$ cat src/pslm_pkg.sv
// Package: register map, field layout and constants for pin select lock
package pslm_pkg;
  localparam int unsigned AddrW = 8;
  localparam int unsigned DataW = 16;
  localparam int unsigned FieldW = 5;
  localparam int unsigned NumPins = 16;
  localparam int unsigned NumOut = 8;

  localparam logic [7:0] AddrOscCtl = 8'h00;
  localparam logic [7:0] AddrInIrq1 = 8'h10;
  localparam logic [7:0] AddrInIrq2 = 8'h11;
  localparam logic [7:0] AddrInTmr = 8'h13;
  localparam logic [7:0] AddrInCap = 8'h17;
  localparam logic [7:0] AddrOutBase = 8'h20;
  localparam logic [7:0] AddrOutLast = 8'h27;

  localparam int unsigned LockBit = 6;
  localparam logic [7:0] KeyFirst = 8'h46;
  localparam logic [7:0] KeySecond = 8'h57;

  localparam int unsigned HiLsb = 8;
  localparam int unsigned LoLsb = 0;
  localparam logic [15:0] MaskHi = 16'h1f00;
  localparam logic [15:0] MaskLo = 16'h001f;
  localparam logic [15:0] MaskBoth = 16'h1f1f;
  localparam logic [15:0] InReset = 16'h1f1f;
  localparam logic [15:0] OutReset = 16'h0000;
  localparam logic [4:0] SelGround = 5'h1f;
  localparam logic [4:0] SelNull = 5'h00;

  typedef enum logic [1:0] {KeyIdle, KeyGotFirst, KeyArmed} pslm_key_e;

  typedef struct packed {
    logic [15:0] irq1;
    logic [15:0] irq2;
    logic [15:0] tmr;
    logic [15:0] cap;
    logic [NumOut-1:0][15:0] outr;
  } pslm_map_s;

  typedef struct packed {
    logic extIrq1;
    logic extIrq2;
    logic timer2Clk;
    logic timer3Clk;
    logic capture1;
    logic capture2;
  } pslm_periph_in_s;
endpackage

$ cat src/pslm_core.sv
// Pin select lock, key sequence, input mapping and output route registers
//
// Operation
// - Writes to mapping registers while locked are silently dropped.
// - Lock bit sits at oscillator control bit 6; one blocks writes.
// - Keys 0x46 then 0x57 to low byte precede one lock change write.
// - Lock holds its value until a new keyed write changes it.
// - Shadow copies of all mapping registers raise a mismatch reset.
// - Single session option stops a set lock from clearing again.
// - Under single session, only device reset clears a set lock.
// - Option unprogrammed means single session; programmed allows many.
// - Four input and eight output route registers exist.
// - Input field n selects pin n; code 11111 ties input to ground.
// - Input select fields reset to all ones.
// - Unimplemented bits read zero and ignore writes.
// - Input fields sit at their documented bit positions.
// - Output code 00000 leaves the pin on its default port logic.
`timescale 1ns/10ps
`default_nettype none
module pslm_core #(
  parameter int unsigned NumPins = pslm_pkg::NumPins
) (
  input wire logic clk,                      // System clock, 200 MHz
  input wire logic resetn,                   // Async reset, active low
  input wire logic [7:0] regAddr,            // Register address
  input wire logic [15:0] regWdata,          // Write data
  input wire logic regWrite,                 // Write strobe
  input wire logic regRead,                  // Read strobe
  output logic [15:0] regRdata,              // Read data, cycle after read
  input wire logic singleSessionOption,      // Config: one write session
  input wire logic [NumPins-1:0] pinIn,      // Remappable pin levels
  output pslm_pkg::pslm_periph_in_s periphIn, // Routed peripheral inputs
  output logic [pslm_pkg::NumOut*2-1:0][4:0] outSel, // Per pin output code
  output logic [pslm_pkg::NumOut*2-1:0] pinDefault, // Pin left to port logic
  output logic ioLocked,                     // Mapping lock state
  output logic mismatchReset                 // Configuration mismatch reset
);
  localparam int unsigned MapW = $bits(pslm_pkg::pslm_map_s);

  typedef struct packed {
    pslm_pkg::pslm_map_s map;
    logic lock;
    logic everSet;
    pslm_pkg::pslm_key_e key;
    logic [15:0] rdata;
    logic [2:0][NumPins-1:0] sync;
    logic [NumPins-1:0] pinLvl;
    pslm_pkg::pslm_periph_in_s pin;
  } pslm_core_s;

  pslm_core_s st_q, st_d;
  localparam int unsigned NumIn = $bits(pslm_pkg::pslm_periph_in_s);
  logic [NumPins-1:0] pinStable;
  logic [NumIn-1:0][pslm_pkg::FieldW-1:0] inSel;
  logic [NumIn-1:0] routed;
  logic mapWrite;
  logic lockWrite;
  logic mismatch;

  initial begin
    if (NumPins < 1 || NumPins > 16) begin
      $error("pslm_core: NumPins must be 1..16");
    end
  end

  function automatic pslm_pkg::pslm_map_s map_reset();
    pslm_pkg::pslm_map_s m;
    m.irq1 = pslm_pkg::InReset & pslm_pkg::MaskHi;
    m.irq2 = pslm_pkg::InReset & pslm_pkg::MaskLo;
    m.tmr = pslm_pkg::InReset & pslm_pkg::MaskBoth;
    m.cap = pslm_pkg::InReset & pslm_pkg::MaskBoth;
    m.outr = '0;
    for (int i = 0; i < pslm_pkg::NumOut; i++) begin
      m.outr[i] = pslm_pkg::OutReset;
    end
    return m;
  endfunction

  function automatic logic route(input logic [4:0] sel,
                                 input logic [NumPins-1:0] pins);
    logic r;
    r = 1'b0;
    if (sel != pslm_pkg::SelGround && sel < 5'(NumPins)) begin
      r = pins[sel[3:0]];
    end
    return r;
  endfunction

  // ------------------------------------------------------------------
  // Pin input filter
  // ------------------------------------------------------------------
  // Disagreeing stages hold the old level rather than glitch to zero
  always_comb begin
    pinStable = st_q.pinLvl;
    for (int i = 0; i < NumPins; i++) begin
      if (st_q.sync[1][i] == st_q.sync[2][i]) begin
        pinStable[i] = st_q.sync[2][i];
      end
    end
  end

  // ------------------------------------------------------------------
  // Decode
  // ------------------------------------------------------------------
  // lock gates mapping writes
  assign mapWrite = regWrite && !st_q.lock;
  assign lockWrite = regWrite && regAddr == pslm_pkg::AddrOscCtl;

  always_comb begin
    st_d = st_q;
    st_d.sync[0] = pinIn;
    st_d.sync[1] = st_q.sync[0];
    st_d.sync[2] = st_q.sync[1];
    st_d.pinLvl = pinStable;

    if (lockWrite) begin
      unique case (st_q.key)
        pslm_pkg::KeyIdle: begin
          st_d.key = (regWdata[7:0] == pslm_pkg::KeyFirst) ?
                     pslm_pkg::KeyGotFirst : pslm_pkg::KeyIdle;
        end
        pslm_pkg::KeyGotFirst: begin
          st_d.key = (regWdata[7:0] == pslm_pkg::KeySecond) ?
                     pslm_pkg::KeyArmed : pslm_pkg::KeyIdle;
        end
        pslm_pkg::KeyArmed: begin
          st_d.key = pslm_pkg::KeyIdle;
          if (regWdata[pslm_pkg::LockBit] ||
              !(singleSessionOption && st_q.everSet)) begin
            st_d.lock = regWdata[pslm_pkg::LockBit];
          end
          if (regWdata[pslm_pkg::LockBit]) begin
            st_d.everSet = 1'b1;
          end
        end
        default: begin
          st_d.key = pslm_pkg::KeyIdle;
        end
      endcase
    end else if (regWrite) begin
      st_d.key = pslm_pkg::KeyIdle;
    end

    if (mapWrite) begin
      unique case (regAddr)
        pslm_pkg::AddrInIrq1: st_d.map.irq1 = regWdata & pslm_pkg::MaskHi;
        pslm_pkg::AddrInIrq2: st_d.map.irq2 = regWdata & pslm_pkg::MaskLo;
        pslm_pkg::AddrInTmr: st_d.map.tmr = regWdata & pslm_pkg::MaskBoth;
        pslm_pkg::AddrInCap: st_d.map.cap = regWdata & pslm_pkg::MaskBoth;
        default: begin
          if (regAddr >= pslm_pkg::AddrOutBase &&
              regAddr <= pslm_pkg::AddrOutLast) begin
            st_d.map.outr[regAddr[2:0]] = regWdata & pslm_pkg::MaskBoth;
          end
        end
      endcase
    end

    // Register read, answered in the next cycle
    st_d.rdata = '0;
    if (regRead) begin
      unique case (regAddr)
        pslm_pkg::AddrOscCtl: begin
          st_d.rdata[pslm_pkg::LockBit] = st_q.lock;
        end
        pslm_pkg::AddrInIrq1: st_d.rdata = st_q.map.irq1;
        pslm_pkg::AddrInIrq2: st_d.rdata = st_q.map.irq2;
        pslm_pkg::AddrInTmr: st_d.rdata = st_q.map.tmr;
        pslm_pkg::AddrInCap: st_d.rdata = st_q.map.cap;
        default: begin
          if (regAddr >= pslm_pkg::AddrOutBase &&
              regAddr <= pslm_pkg::AddrOutLast) begin
            st_d.rdata = st_q.map.outr[regAddr[2:0]];
          end
        end
      endcase
    end

    st_d.pin = pslm_pkg::pslm_periph_in_s'(routed);
  end

  always_ff @(posedge clk or negedge resetn) begin
    if (!resetn) begin
      st_q.map.irq1 <= pslm_pkg::InReset & pslm_pkg::MaskHi;
      st_q.map.irq2 <= pslm_pkg::InReset & pslm_pkg::MaskLo;
      st_q.map.tmr <= pslm_pkg::InReset & pslm_pkg::MaskBoth;
      st_q.map.cap <= pslm_pkg::InReset & pslm_pkg::MaskBoth;
      st_q.map.outr <= '0;
      st_q.lock <= 1'b0;
      st_q.everSet <= 1'b0;
      st_q.key <= pslm_pkg::KeyIdle;
      st_q.rdata <= '0;
      st_q.sync <= '0;
      st_q.pinLvl <= '0;
      st_q.pin <= '0;
    end else begin
      st_q <= st_d;
    end
  end

  // ------------------------------------------------------------------
  // Input routing
  // ------------------------------------------------------------------
  // field placement
  assign inSel[5] = st_q.map.irq1[pslm_pkg::HiLsb +: pslm_pkg::FieldW];
  assign inSel[4] = st_q.map.irq2[pslm_pkg::LoLsb +: pslm_pkg::FieldW];
  assign inSel[3] = st_q.map.tmr[pslm_pkg::LoLsb +: pslm_pkg::FieldW];
  assign inSel[2] = st_q.map.tmr[pslm_pkg::HiLsb +: pslm_pkg::FieldW];
  assign inSel[1] = st_q.map.cap[pslm_pkg::LoLsb +: pslm_pkg::FieldW];
  assign inSel[0] = st_q.map.cap[pslm_pkg::HiLsb +: pslm_pkg::FieldW];

  for (genvar c = 0; c < NumIn; c++) begin : g_in
    assign routed[c] = route(inSel[c], pinStable);
  end

  // ------------------------------------------------------------------
  // Shadow monitor
  // ------------------------------------------------------------------
  logic [MapW-1:0] liveXor;
  logic [MapW-1:0] nextXor;
  assign liveXor = st_q.map ^ map_reset();
  assign nextXor = st_d.map ^ map_reset();

  pslm_shadow #(
    .Width(MapW)
  ) u_shadow (
    .clk(clk),
    .resetn(resetn),
    .load(mapWrite),
    .nextVal(nextXor),
    .liveVal(liveXor),
    .rstVal(map_reset()),
    .mismatch(mismatch)
  );

  // ------------------------------------------------------------------
  // Outputs
  // ------------------------------------------------------------------
  // eight output registers, two pins each
  for (genvar g = 0; g < pslm_pkg::NumOut * 2; g++) begin : g_out
    assign outSel[g] = st_q.map.outr[g / 2][(g % 2) * 8 +: 5];
    assign pinDefault[g] = (outSel[g] == pslm_pkg::SelNull);
  end

  assign regRdata = st_q.rdata;
  assign periphIn = st_q.pin;
  assign ioLocked = st_q.lock;
  assign mismatchReset = mismatch;
endmodule
`default_nettype wire

$ cat src/pslm_shadow.sv
// Shadow copy of the mapping registers with continuous comparison
`timescale 1ns/10ps
`default_nettype none
module pslm_shadow #(
  parameter int unsigned Width = 192
) (
  input wire logic clk,                 // System clock
  input wire logic resetn,              // Async reset, active low
  input wire logic load,                // Register write while unlocked, any address, this cycle
  input wire logic [Width-1:0] nextVal, // Value the mapping takes next
  input wire logic [Width-1:0] liveVal, // Present mapping contents
  input wire logic [Width-1:0] rstVal,  // Mapping reset image
  output logic mismatch                 // Registered compare failure
);
  typedef struct packed {
    logic [Width-1:0] copy;
    logic miss;
  } pslm_shadow_s;

  pslm_shadow_s st_q, st_d;

  initial begin
    if (Width == 0) begin
      $error("pslm_shadow: Width must be non-zero");
    end
  end

  always_comb begin
    st_d = st_q;
    st_d.miss = (liveVal != st_q.copy);
    if (load) begin
      st_d.copy = nextVal;
    end
  end

  always_ff @(posedge clk or negedge resetn) begin
    if (!resetn) begin
      st_q.copy <= '0;
      st_q.miss <= 1'b0;
    end else begin
      st_q <= st_d;
    end
  end

  // Copy starts as zero; the core folds the reset image into both
  // compare inputs so the first compare after reset is clean
  assign mismatch = st_q.miss;
endmodule
`default_nettype wire

$ cat config.mk
export PLATFORM = sky130hd
export DESIGN_NAME = pslm_core
export DESIGN_NICKNAME = d
export VERILOG_FILES = /design/src/pslm_pkg.sv /design/src/pslm_core.sv /design/src/pslm_shadow.sv
export SDC_FILE = /design/constraint.sdc
export NUM_CORES = 1
export LEC_CHECK = 0
export BUFFER_PORTS_ARGS = -buffer_cell sky130_fd_sc_hd__buf_4
export CORE_MARGIN = 1
export CORE_UTILIZATION = 33
export DETAILED_ROUTE_END_ITERATION = 12
export SYNTH_ARGS = -nofsm -noshare
export SYNTH_HDL_FRONTEND = slang
export SYNTH_SLANG_ARGS = --single-unit
export TNS_END_PERCENT = 100
$ cat constraint.sdc
create_clock -name clk -period 5.32 [get_ports clk]
set_input_delay 0.532 -clock clk [delete_from_list [all_inputs] [get_ports clk]]
set_output_delay 0.532 -clock clk [all_outputs]
set_load 0.02 [all_outputs]
## Word level (Yosys, flattened, before mapping)

Cells that the tools add are included.

- Word-level logic and storage cells: 169
- Output and inout bits: 120
- Bits in registers: 475
- Input port bits: 45

- Magnitude comparators: 16
- Muxes and demuxes: 56
- Equality and inequality tests: 31
- Bitwise operators: 2
- Reductions and logical operators: 36

Operators with widths:

| operator | count |
|---|---|
| $mux W128 | 2 |
| $mux W192 | 1 |
| $ne A192 B192 Y1 | 1 |
| $bwmux W128 | 1 |
| $mux W16 | 8 |
| $logic_not A5 Y1 | 16 |
| $not A30 Y30 | 2 |
| $bmux W16 S3 | 1 |
| $demux W16 S3 | 1 |
| $pmux W9 S5 | 1 |
| $eq A8 B5 Y1 const B | 4 |
| $lt A4 B5 Y1 const B | 6 |
| $lt A5 B5 Y1 const B | 6 |
| $ne A5 B5 Y1 const B | 6 |
| $pmux W6 S5 | 1 |
| $mux W1 | 29 |
| $bmux W1 S4 | 6 |
| $eq A1 B1 Y1 | 16 |
| $eq A8 B7 Y1 const B | 2 |
| $logic_and A1 B1 Y1 | 11 |
| $ge A8 B6 Y1 const B | 1 |
| $le A8 B6 Y1 const B | 1 |
| $logic_not A8 Y1 | 1 |
| $mux W2 | 3 |
| 12 further kinds | 14 |

## Logic depth before layout (Yosys ltp)

Gate-level depths: netlist of the first run.

- Depth in word-level cells: 9
- Depth in mapped cells: 8
- Gate-level depth less buffers: 6

## Cells and area by module

A second synthesis of the first run with hierarchy kept.

- Cells, all modules: 1,760
- Area, all modules: 22,490.3 µm²

By module, submodules not included:

| module | cells an instance | area each (µm²) | sequential area each (µm²) | instances |
|---|---|---|---|---|
| pslm_core | 1,096 | 13,310.3 | 7,094.3 | 1 |
| pslm_shadow | 664 | 9,180.1 | 4,829.6 | 1 |

## Least setup slack after synthesis of the first run

No wires, ideal clock.

- Kind: input -> register
- Start: input port regAddr[3]
- End: register u_shadow.st_q[89] (netlist bit)
- Slack: 3.181 ns
- Setup time: 0.116 ns
- Data arrival time: 2.023 ns
- Data required time: 5.204 ns
- Buffers on the path: 2
- Stages: 8
- Cells stage by stage: nor3_2 -> nand3_2 -> clkbuf_8 -> nor4_4 -> buf_6 -> mux2_4 -> nand2_1 -> nand2_1

- Cells in the longest elaborated chain, start to end: 5
- Elaborated cells between the ends (all ways): 11
- Those cells by class: order compare (2); eq/ne (4); mux (3); reduce/logical (2)

Ends and longest elaborated chain:

| element | RTL line | text |
|---|---|---|
| start: declaration | pslm_core.sv:25 | `input wire logic [7:0] regAddr,` |
| $ge A8 B6 Y1 or $le A8 B6 Y1 (tied branches) | pslm_core.sv:151, pslm_core.sv:152 |  |
| $logic_and A1 B1 Y1 | pslm_core.sv:151 | `if (regAddr >= pslm_pkg::AddrOutBase &&` |
| $mux W128 | pslm_core.sv:151 |  |
| $mux W128 * | pslm_core.sv:145 | `unique case (regAddr)` |
| $mux W192 * | pslm_core.sv:144 | `if (mapWrite) begin` |
| named net nextXor[88] | pslm_core.sv:220 | `logic [MapW-1:0] nextXor;` |
| end signal: assignment | pslm_shadow.sv:41 | `st_q <= st_d;` |
| end: declaration | pslm_shadow.sv:20 | `pslm_shadow_s st_q, st_d;` |

Mark *: on every way through the listed nets, which the timed path passes. The rest lies on a longest branch.
A chain may end at the register's enable or synchronous reset.

==> results of run 1 <==
## how the worst max path moves through the flow
| stage | startpoint | endpoint | slack, ns |
|---|---|---|---|
| after floorplan | regAddr[3] | u_shadow.st_q[89]$_DFFE_PN0P_ | 3.18 |
| after global placement | regAddr[1] | u_shadow.st_q[67]$_DFFE_PN0P_ | 2.07 |
| after detailed placement | regAddr[1] | u_shadow.st_q[68]$_DFFE_PN0P_ | 2.00 |
| after CTS | ioLocked$_DFFE_PN0P_ | u_shadow.st_q[93]$_DFFE_PN0P_ | 2.27 |
| after global routing | ioLocked$_DFFE_PN0P_ | u_shadow.st_q[93]$_DFFE_PN0P_ | 2.15 |
| final | inSel[6]$_DFF_PN1_ | u_shadow.mismatch$_DFF_PN0_ | 2.12 |
## what timing repair did
item,in CTS,in global routing
endpoints found under the hold margin,2,0
hold buffers,1,0
gates resized for setup,0,0
## cell families (layout without fill, tap and decap cells)
| logic type | count (synthesis) | in the layout |
|---|---|---|
| AND/OR/NAND/NOR | 539 | 539 |
| flip-flops | 475 | 475 |
| AO/OA/AOI/OAI | 308 | 308 |
| buffers and inverters | 246 | 301 |
| multiplexers | 245 | 245 |
| XOR/XNOR | 174 | 174 |
| adder cells (fa/ha/maj) | 12 | 12 |
| other | 0 | 1 |
## sequential cells by signal, summed over array words and instances (netlist names)
register	cells
u_shadow.st_q	192
liveXor	82
outSel	80
st_q	35
st_d	32
inSel	30
regRdata	16
periphIn	6
ioLocked	1
u_shadow.mismatch	1
## layout make-up
class | count | area share (%)
Antenna cell | 1 | 0.00979
Clock buffer | 74 | 5.85
Clock inverter | 16 | 0.759
Inverter | 33 | 0.484
Multi-Input combinational cell | 1278 | 36.5
Sequential cell | 475 | 46.6
Tap cell | 873 | 4.27
Timing Repair Buffer | 178 | 5.46
## power by group
group	switching [mW]	leakage, nW	internal, mW
Combinational	0.580	4.56	0.338
Clock	1.51	0.813	2.10
Sequential	0.159	6.19	3.76
## critical path, stage by stage (launching register included)
cell and delay, ns:
sky130_fd_sc_hd__dfstp_2 0.69, sky130_fd_sc_hd__xor2_1 0.54, sky130_fd_sc_hd__nand4_1 0.16, sky130_fd_sc_hd__nor4_1 0.75
sky130_fd_sc_hd__nand4_1 0.21, sky130_fd_sc_hd__nor3_1 0.36, sky130_fd_sc_hd__nand4_1 0.29
## cell usage in the layout (no fill, tap or decap), drive strengths merged, types with 8 or more instances in the layout
master    n
nand2   291
a22o     41
or4      16
o22ai    17
mux4     26
dfrtp   445
o21ai   133
xor2     42
nand3    12
buf     177
mux2    186
dfstp    30
and2     66
nand4    44
xnor2   132
clkbuf   74
nand2b    8
mux2i    33
nor2     47
a22oi    26
nor3     15
a21oi    29
o221ai   12
inv      34
o311ai    9
maj3     12
a31oi    12
nor4     19
## layer usage
metal  up-vias  share of wire [%]  wire (um)  global-route usage [%]
met4         0                3.3       2370                    6.91
met5         -                  0          0                       0
met3       121                6.7       4780                    3.24
met2       628                 47      33800                    32.4
met1      8239                 43      30800                    28.2
li1       6908                  -          -                       -
==> qor.log, run 1 <==
qor: route.drt_pass1_iterations 5
qor: yosys.synth_area_leaders sky130_fd_sc_hd__dfrtp_1 49%, sky130_fd_sc_hd__mux2_2 9.0%, sky130_fd_sc_hd__xnor2_1 5.1%
qor: clock_network.clkSlewWorstSetupHoldPaths 0.06 ns
qor: timing.worst_rel_slew_slack 13.4%
qor: global_routing.globalRoute.totalOverflow 0
qor: yosys.avgSynthCellArea 11.4 um^2
qor: clock_network.clock_insertion_delay_worst_skew 0.61 ns
qor: yosys.netlist_instances 1999
qor: timing.hold-worst-slack 0.0403 ns
qor: layout.finalNonFillerCells 2928
qor: floorplanning.io_pins 165
qor: min_path.worstHoldEndpoint st_d[43]$_DFF_PN0_
qor: timing.report.final.setup_viol 0
qor: layout.design.final.nets 2062
qor: timing.fin_crit_sh 60.2%
qor: yosys.yosys.area_share.adder 0.529%
qor: floorplanning.initial_core_utilization 33.6%
qor: pwr.worst_ir_drop_on_vdd 0.241 mV
qor: route.post_route_antenna_net_violation_count 0
qor: clock_network.root_buffer_selected_by_cts sky130_fd_sc_hd__clkbuf_16
qor: clock_network.max-clock-path-buffers 3
qor: yosys.syn_nets 2044
qor: min_path.hold_path_origin pinIn[5]
qor: place.placedInstanceArea 0.0239 mm^2
qor: timing.max_clock_freq 312 MHz
qor: worst_setup_path.worst_ep_arrival_time 3.60 ns
qor: yosys.synth_most_common_cell sky130_fd_sc_hd__dfrtp_1
qor: timing.final-max-slew-violation-count 0
qor: yosys.ys_seq_elements 475
qor: run.cap_viol_max_count 0
qor: timing.final_total_negative_setup_slack 0 ns
qor: place.finalWeightedCongestion 0.939
qor: pwr.power.static_leakage 11.6 nW
qor: yosys.synth_area_in_compound_gates 8.74%
qor: place.dpl_worst_slack 2.00 ns
qor: worst_setup_path.end_kind flip-flop
qor: pwr.cellPowerDensity 330 mW/mm^2
qor: route.dr.first_iter.drc_count 1517
qor: yosys.synth_top_family_by_area multiplexers
qor: worst_setup_path.required 5.72 ns
qor: yosys.post-synth-top-area-fraction 49.1%
qor: place.post-dp-hpwl 49.5 mm
qor: yosys.dominantRegCellSynth sky130_fd_sc_hd__dfrtp_1
qor: yosys.synth_cell_types 62
qor: floorplanning.fp.dieArea 0.0698 mm^2
qor: yosys.netlist.top_cell.by_area sky130_fd_sc_hd__dfrtp_1
qor: yosys.synth_async_sr_flop_share 100%
qor: route.routed_via_density 5.43
qor: clock_network.cts-buffers-inserted 51
qor: timing.rsz0062_at_grt no
qor: clock_network.clock_tree.htree_level_count 2
qor: layout.layout.area.seq 0.0119 mm^2
qor: yosys.syn-cell-area 0.0227 mm^2
qor: global_routing.antenna_found_initial 4
qor: layout.final.fill_count 6497
qor: layout.area_of_the_multi_input_gates 0.00934 mm^2
qor: route.avgRoutedWirePerCell 24.5 um
qor: timing.finalWorstSetupSlack 2.12 ns
qor: timing.max_slew.worst_pin.slew 1.29 ns
qor: status.outcome complete, no violations
qor: pwr.design_power_total 8.44 mW
qor: min_path.holdCritPathClass input port to flip-flop
qor: route.detail_route.wirelength 71.7 mm
qor: layout.drive_gt1_share 25.7%
qor: layout.post-route-cell-area 0.0256 mm^2
qor: yosys.ys_top_cells_by_count 445 x sky130_fd_sc_hd__dfrtp_1, 283 x sky130_fd_sc_hd__nand2_1, 181 x sky130_fd_sc_hd__mux2_2, 132 x sky130_fd_sc_hd__xnor2_1, 130 x sky130_fd_sc_hd__o21ai_0
qor: yosys.synth-edff-count 0
qor: yosys.synth-xor-area-share 6.71%
qor: clock_network.cts.sinks 475
qor: place.dpl.cell_count 2836
qor: worst_setup_path.crit_path_max_fanout 14
qor: floorplanning.fp-row-count 95
qor: min_path.timing.hold.worst_path_depth 1
qor: floorplanning.die_height 264 um
qor: yosys.ys_warn_count 0
qor: yosys.synthSimpleGateAreaFrac 11.7%
qor: yosys.post_synthesis_sequential_area_ratio 52.5%
qor: worst_setup_path.timing.rr.end u_shadow.mismatch$_DFF_PN0_
qor: worst_setup_path.timing.rr.start inSel[6]$_DFF_PN1_
qor: global_routing.grt_pass1_wl 106 mm
qor: route.route.vias.total 15900
qor: clock_network.cts_tree done
qor: clock_network.cts_post_setup_buffers_inserted 0
qor: timing.timing.final.hold_violations 0
qor: worst_setup_path.cp-start-kind flip-flop
qor: worst_setup_path.r2r.worst_path.cells 6
qor: worst_setup_path.worst-r2r-setup-slack 2.12 ns
qor: worst_setup_path.criticalPathCategory flip-flop to flip-flop
qor: place.buffer_ports.inserted 161
qor: global_routing.grt_start_max_net_pins 137
qor: global_routing.grt_pass1_vias 15600
qor: route.drc_violation_count_after_routing 0
qor: yosys.mux_contribution_to_synthesized_area 13.3%
qor: layout.utilization 37.8%
qor: floorplanning.core_region_area 0.0676 mm^2
qor: floorplanning.fp.dieW 264 um
qor: timing.timing.final.crit_period 3.20 ns
qor: timing.clock_tree_skew_after_final_layout 0.0243 ns
qor: global_routing.gr-usage-all-layers 20.4%
qor: layout.areaGrowthSynthToFinish 12.6%
Note: power is estimated with default switching activity, not from simulation.
==> inputs of run 2 (changes only) <==
==> constraint.sdc (replaced) <==
create_clock -name clk -period 3 [get_ports clk]
set_input_delay 0.3 -clock clk [delete_from_list [all_inputs] [get_ports clk]]
set_output_delay 0.3 -clock clk [all_outputs]
set_load 0.02 [all_outputs]
==> run 2 against run 1 <==
Routed wire length grew 1.6%. Clock skew increased by 0.0091 ns. Cell count grew 2.0%. Critical path type unchanged. Highest routed layer is now met5.
==> qor.log, run 2 (synthesized netlist as in run 1, its figures left out) <==
qor: status.outcome complete, no violations
qor: worst_setup_path.cp-start-kind flip-flop
qor: timing.clock_tree_skew_after_final_layout 0.0333 ns [+0.00909 ns]
qor: timing.final_total_negative_setup_slack 0 ns [unchanged]
qor: timing.max_slew.worst_pin.slew 0.787 ns [-0.503 ns]
qor: min_path.holdCritPathClass input port to flip-flop
qor: layout.areaGrowthSynthToFinish 15.0%
qor: worst_setup_path.criticalPathCategory flip-flop to flip-flop
qor: floorplanning.initial_core_utilization 33.6% [unchanged]
qor: route.drc_violation_count_after_routing 0 [unchanged]
qor: route.dr.first_iter.drc_count 1415 [-6.7%]
qor: layout.largest_reg_flops 192 [unchanged]
qor: floorplanning.die_height 264 um [unchanged]
qor: worst_setup_path.end_kind flip-flop
qor: pwr.worst_ir_drop_on_vdd 0.380 mV [+58%]
qor: timing.timing.final.crit_period 2.49 ns [-0.715 ns]
qor: worst_setup_path.required 3.46 ns [-2.26 ns]
qor: timing.timing.final.hold_violations 0 [unchanged]
qor: timing.hold-worst-slack 0.0346 ns [-0.00574 ns]
qor: clock_network.clock_insertion_delay_worst_skew 0.61 ns [about the same]
qor: timing.worst_rel_slew_slack 47.0% [+34 points]
qor: clock_network.cts.hold.buffers_added 20 [+19]
qor: floorplanning.core_region_area 0.0676 mm^2 [unchanged]
qor: timing.report.final.setup_viol 0 [unchanged]
qor: global_routing.gr-usage-met2 32.9% [+0.49 points]
qor: floorplanning.io_pins 165 [unchanged]
qor: timing.max_clock_freq 402 MHz [+29%]
qor: timing.rsz0062_at_grt no
qor: global_routing.globalRoute.totalOverflow 0 [unchanged]
qor: clock_network.cts-buffers-inserted 48 [-5.9%]
qor: global_routing.grtUsageMet3 4.42% [+1.2 points]
qor: place.finalWeightedCongestion 0.964 [+2.7%]
qor: layout.final.fill_count 6391 [-1.6%]
qor: worst_setup_path.worst-r2r-setup-slack 0.51 ns [-1.60 ns]
qor: global_routing.grt_pass1_vias 15800 [+1.2%]
qor: route.route.vias.total 15900 [-0.16%]
qor: clock_network.clkSlewWorstSetupHoldPaths 0.06 ns [about the same]
qor: clock_network.max-clock-path-buffers 3 [unchanged]
qor: floorplanning.fp-row-count 95 [unchanged]
qor: layout.design.final.nets 2123 [+3.0%]
qor: global_routing.busiest_metal_layer_after_global_routing met2
qor: route.detail_route.wirelength 72.9 mm [+1.6%]
qor: route.avgRoutedWirePerCell 24.4 um [-0.45%]
qor: clock_network.clock_tree.htree_level_count 2 [unchanged]
qor: layout.drive_gt1_share 26.8% [+1.1 points]
qor: timing.final-max-slew-violation-count 0 [unchanged]
qor: pwr.power.static_leakage 11.9 nW [+2.7%]
qor: clock_network.post_cts_resized 0 [unchanged]
qor: clock_network.cts.sinks 475 [unchanged]
qor: worst_setup_path.crit_path_max_fanout 22 [+8]
qor: floorplanning.fp.dieArea 0.0698 mm^2 [unchanged]
qor: route.post_route_antenna_net_violation_count 0 [unchanged]
qor: layout.top_register u_shadow.st_q
qor: global_routing.antenna_found_initial 3 [-1]
qor: route.routed_via_density 5.31 [-2.2%]
qor: place.post-dp-hpwl 51.4 mm [+3.8%]
qor: worst_setup_path.worst_ep_arrival_time 2.95 ns [-0.65 ns]
qor: global_routing.gr-usage-all-layers 20.8% [+0.42 points]
qor: place.buffer_ports.inserted 161 [unchanged]
qor: clock_network.root_buffer_selected_by_cts sky130_fd_sc_hd__clkbuf_16
qor: floorplanning.fp.dieW 264 um [unchanged]
qor: global_routing.grt_pass1_wl 107 mm [+0.93%]
qor: clock_network.cts_post_setup_buffers_inserted 0 [unchanged]
qor: timing.fin_crit_sh 82.8% [+23 points]
qor: global_routing.grtUsageMet1 27.8% [-0.41 points]
qor: global_routing.grt_start_max_net_pins 154 [+12%]
qor: route.drt_pass1_iterations 6 [+1]
qor: clock_network.cts_tree done
qor: pwr.cellPowerDensity 570 mW/mm^2 [+73%]
qor: run.cap_viol_max_count 0 [unchanged]
qor: layout.final_common_cell sky130_fd_sc_hd__dfrtp_1
qor: layout.layout_common_cells 445 x sky130_fd_sc_hd__dfrtp_1, 283 x sky130_fd_sc_hd__nand2_1, 209 x sky130_fd_sc_hd__buf_4
-- run 2: worst max-delay path: stages, from the launching register on --
cell and delay (ns):
sky130_fd_sc_hd__dfrtp_1 0.47, sky130_fd_sc_hd__nand2b_4 0.36, sky130_fd_sc_hd__nor2_4 0.36, sky130_fd_sc_hd__nand2_2 0.45, sky130_fd_sc_hd__mux2_2 0.44, sky130_fd_sc_hd__mux2_2 0.27
-- run 2: per-stage QoR --
step / total power [mW] / instances / instance area, um^2 / worst slack, ns / utilization [%]
after floorplan: 7.93 / 1999 / 22700 / 1.04 / -
after global placement: 8.70 / 2881 / 24300 / 0.537 / 35.9
after detailed placement: 8.73 / 2881 / 24300 / 0.514 / 35.9
after CTS: 15.0 / 2987 / 26100 / 0.569 / 38.6
after global routing: 15.4 / 2987 / 26100 / 0.492 / 38.6
final: 14.9 / 2988 / 26100 / 0.515 / 38.6
-- run 2: final timing paths --
| check | startpoint | to | cells past startpoint |
|---|---|---|---|
| max in group asynchronous | resetn | outSel[21]$_DFF_PN0_ | 3 |
| worst max register to register | ioLocked$_DFFE_PN0P_ | u_shadow.st_q[67]$_DFFE_PN0P_ | 5 |
| worst min-delay path | regWdata[5] | st_q[87]$_DFFE_PN0P_ | 4 |
| worst max-delay path | ioLocked$_DFFE_PN0P_ | u_shadow.st_q[67]$_DFFE_PN0P_ | 5 |
| worst min register to register | st_d[39]$_DFF_PN0_ | st_d[55]$_DFF_PN0_ | 0 |
| min in group asynchronous | resetn | u_shadow.st_q[191]$_DFFE_PN0P_ | 2 |
-- run 2: layout make-up --
type,count,area (um^2),area share (%)
antenna,1,2.50,0.00958
clock buffer,68,1340,5.12
clock inverter,18,272,1.04
inverter,33,124,0.474
multi-input combinational,1278,9340,35.8
sequential,475,11900,45.7
tap,873,1090,4.18
timing repair buffer,242,2020,7.75
-- run 2: per-layer routing --
layer | vias to the layer above | share of wire [%]
li1 | 7036 | -
met1 | 8068 | 42
met2 | 626 | 47
met3 | 138 | 7.1
met4 | 2 | 4.1
met5 | - | 0.018
-- run 2: power by group --
part	leakage (nW)	switching (mW)	internal, mW
Sequential	6.19	0.260	6.66
Combinational	4.90	1.07	0.657
Clock	0.785	2.60	3.63
Total	11.9	3.93	10.9
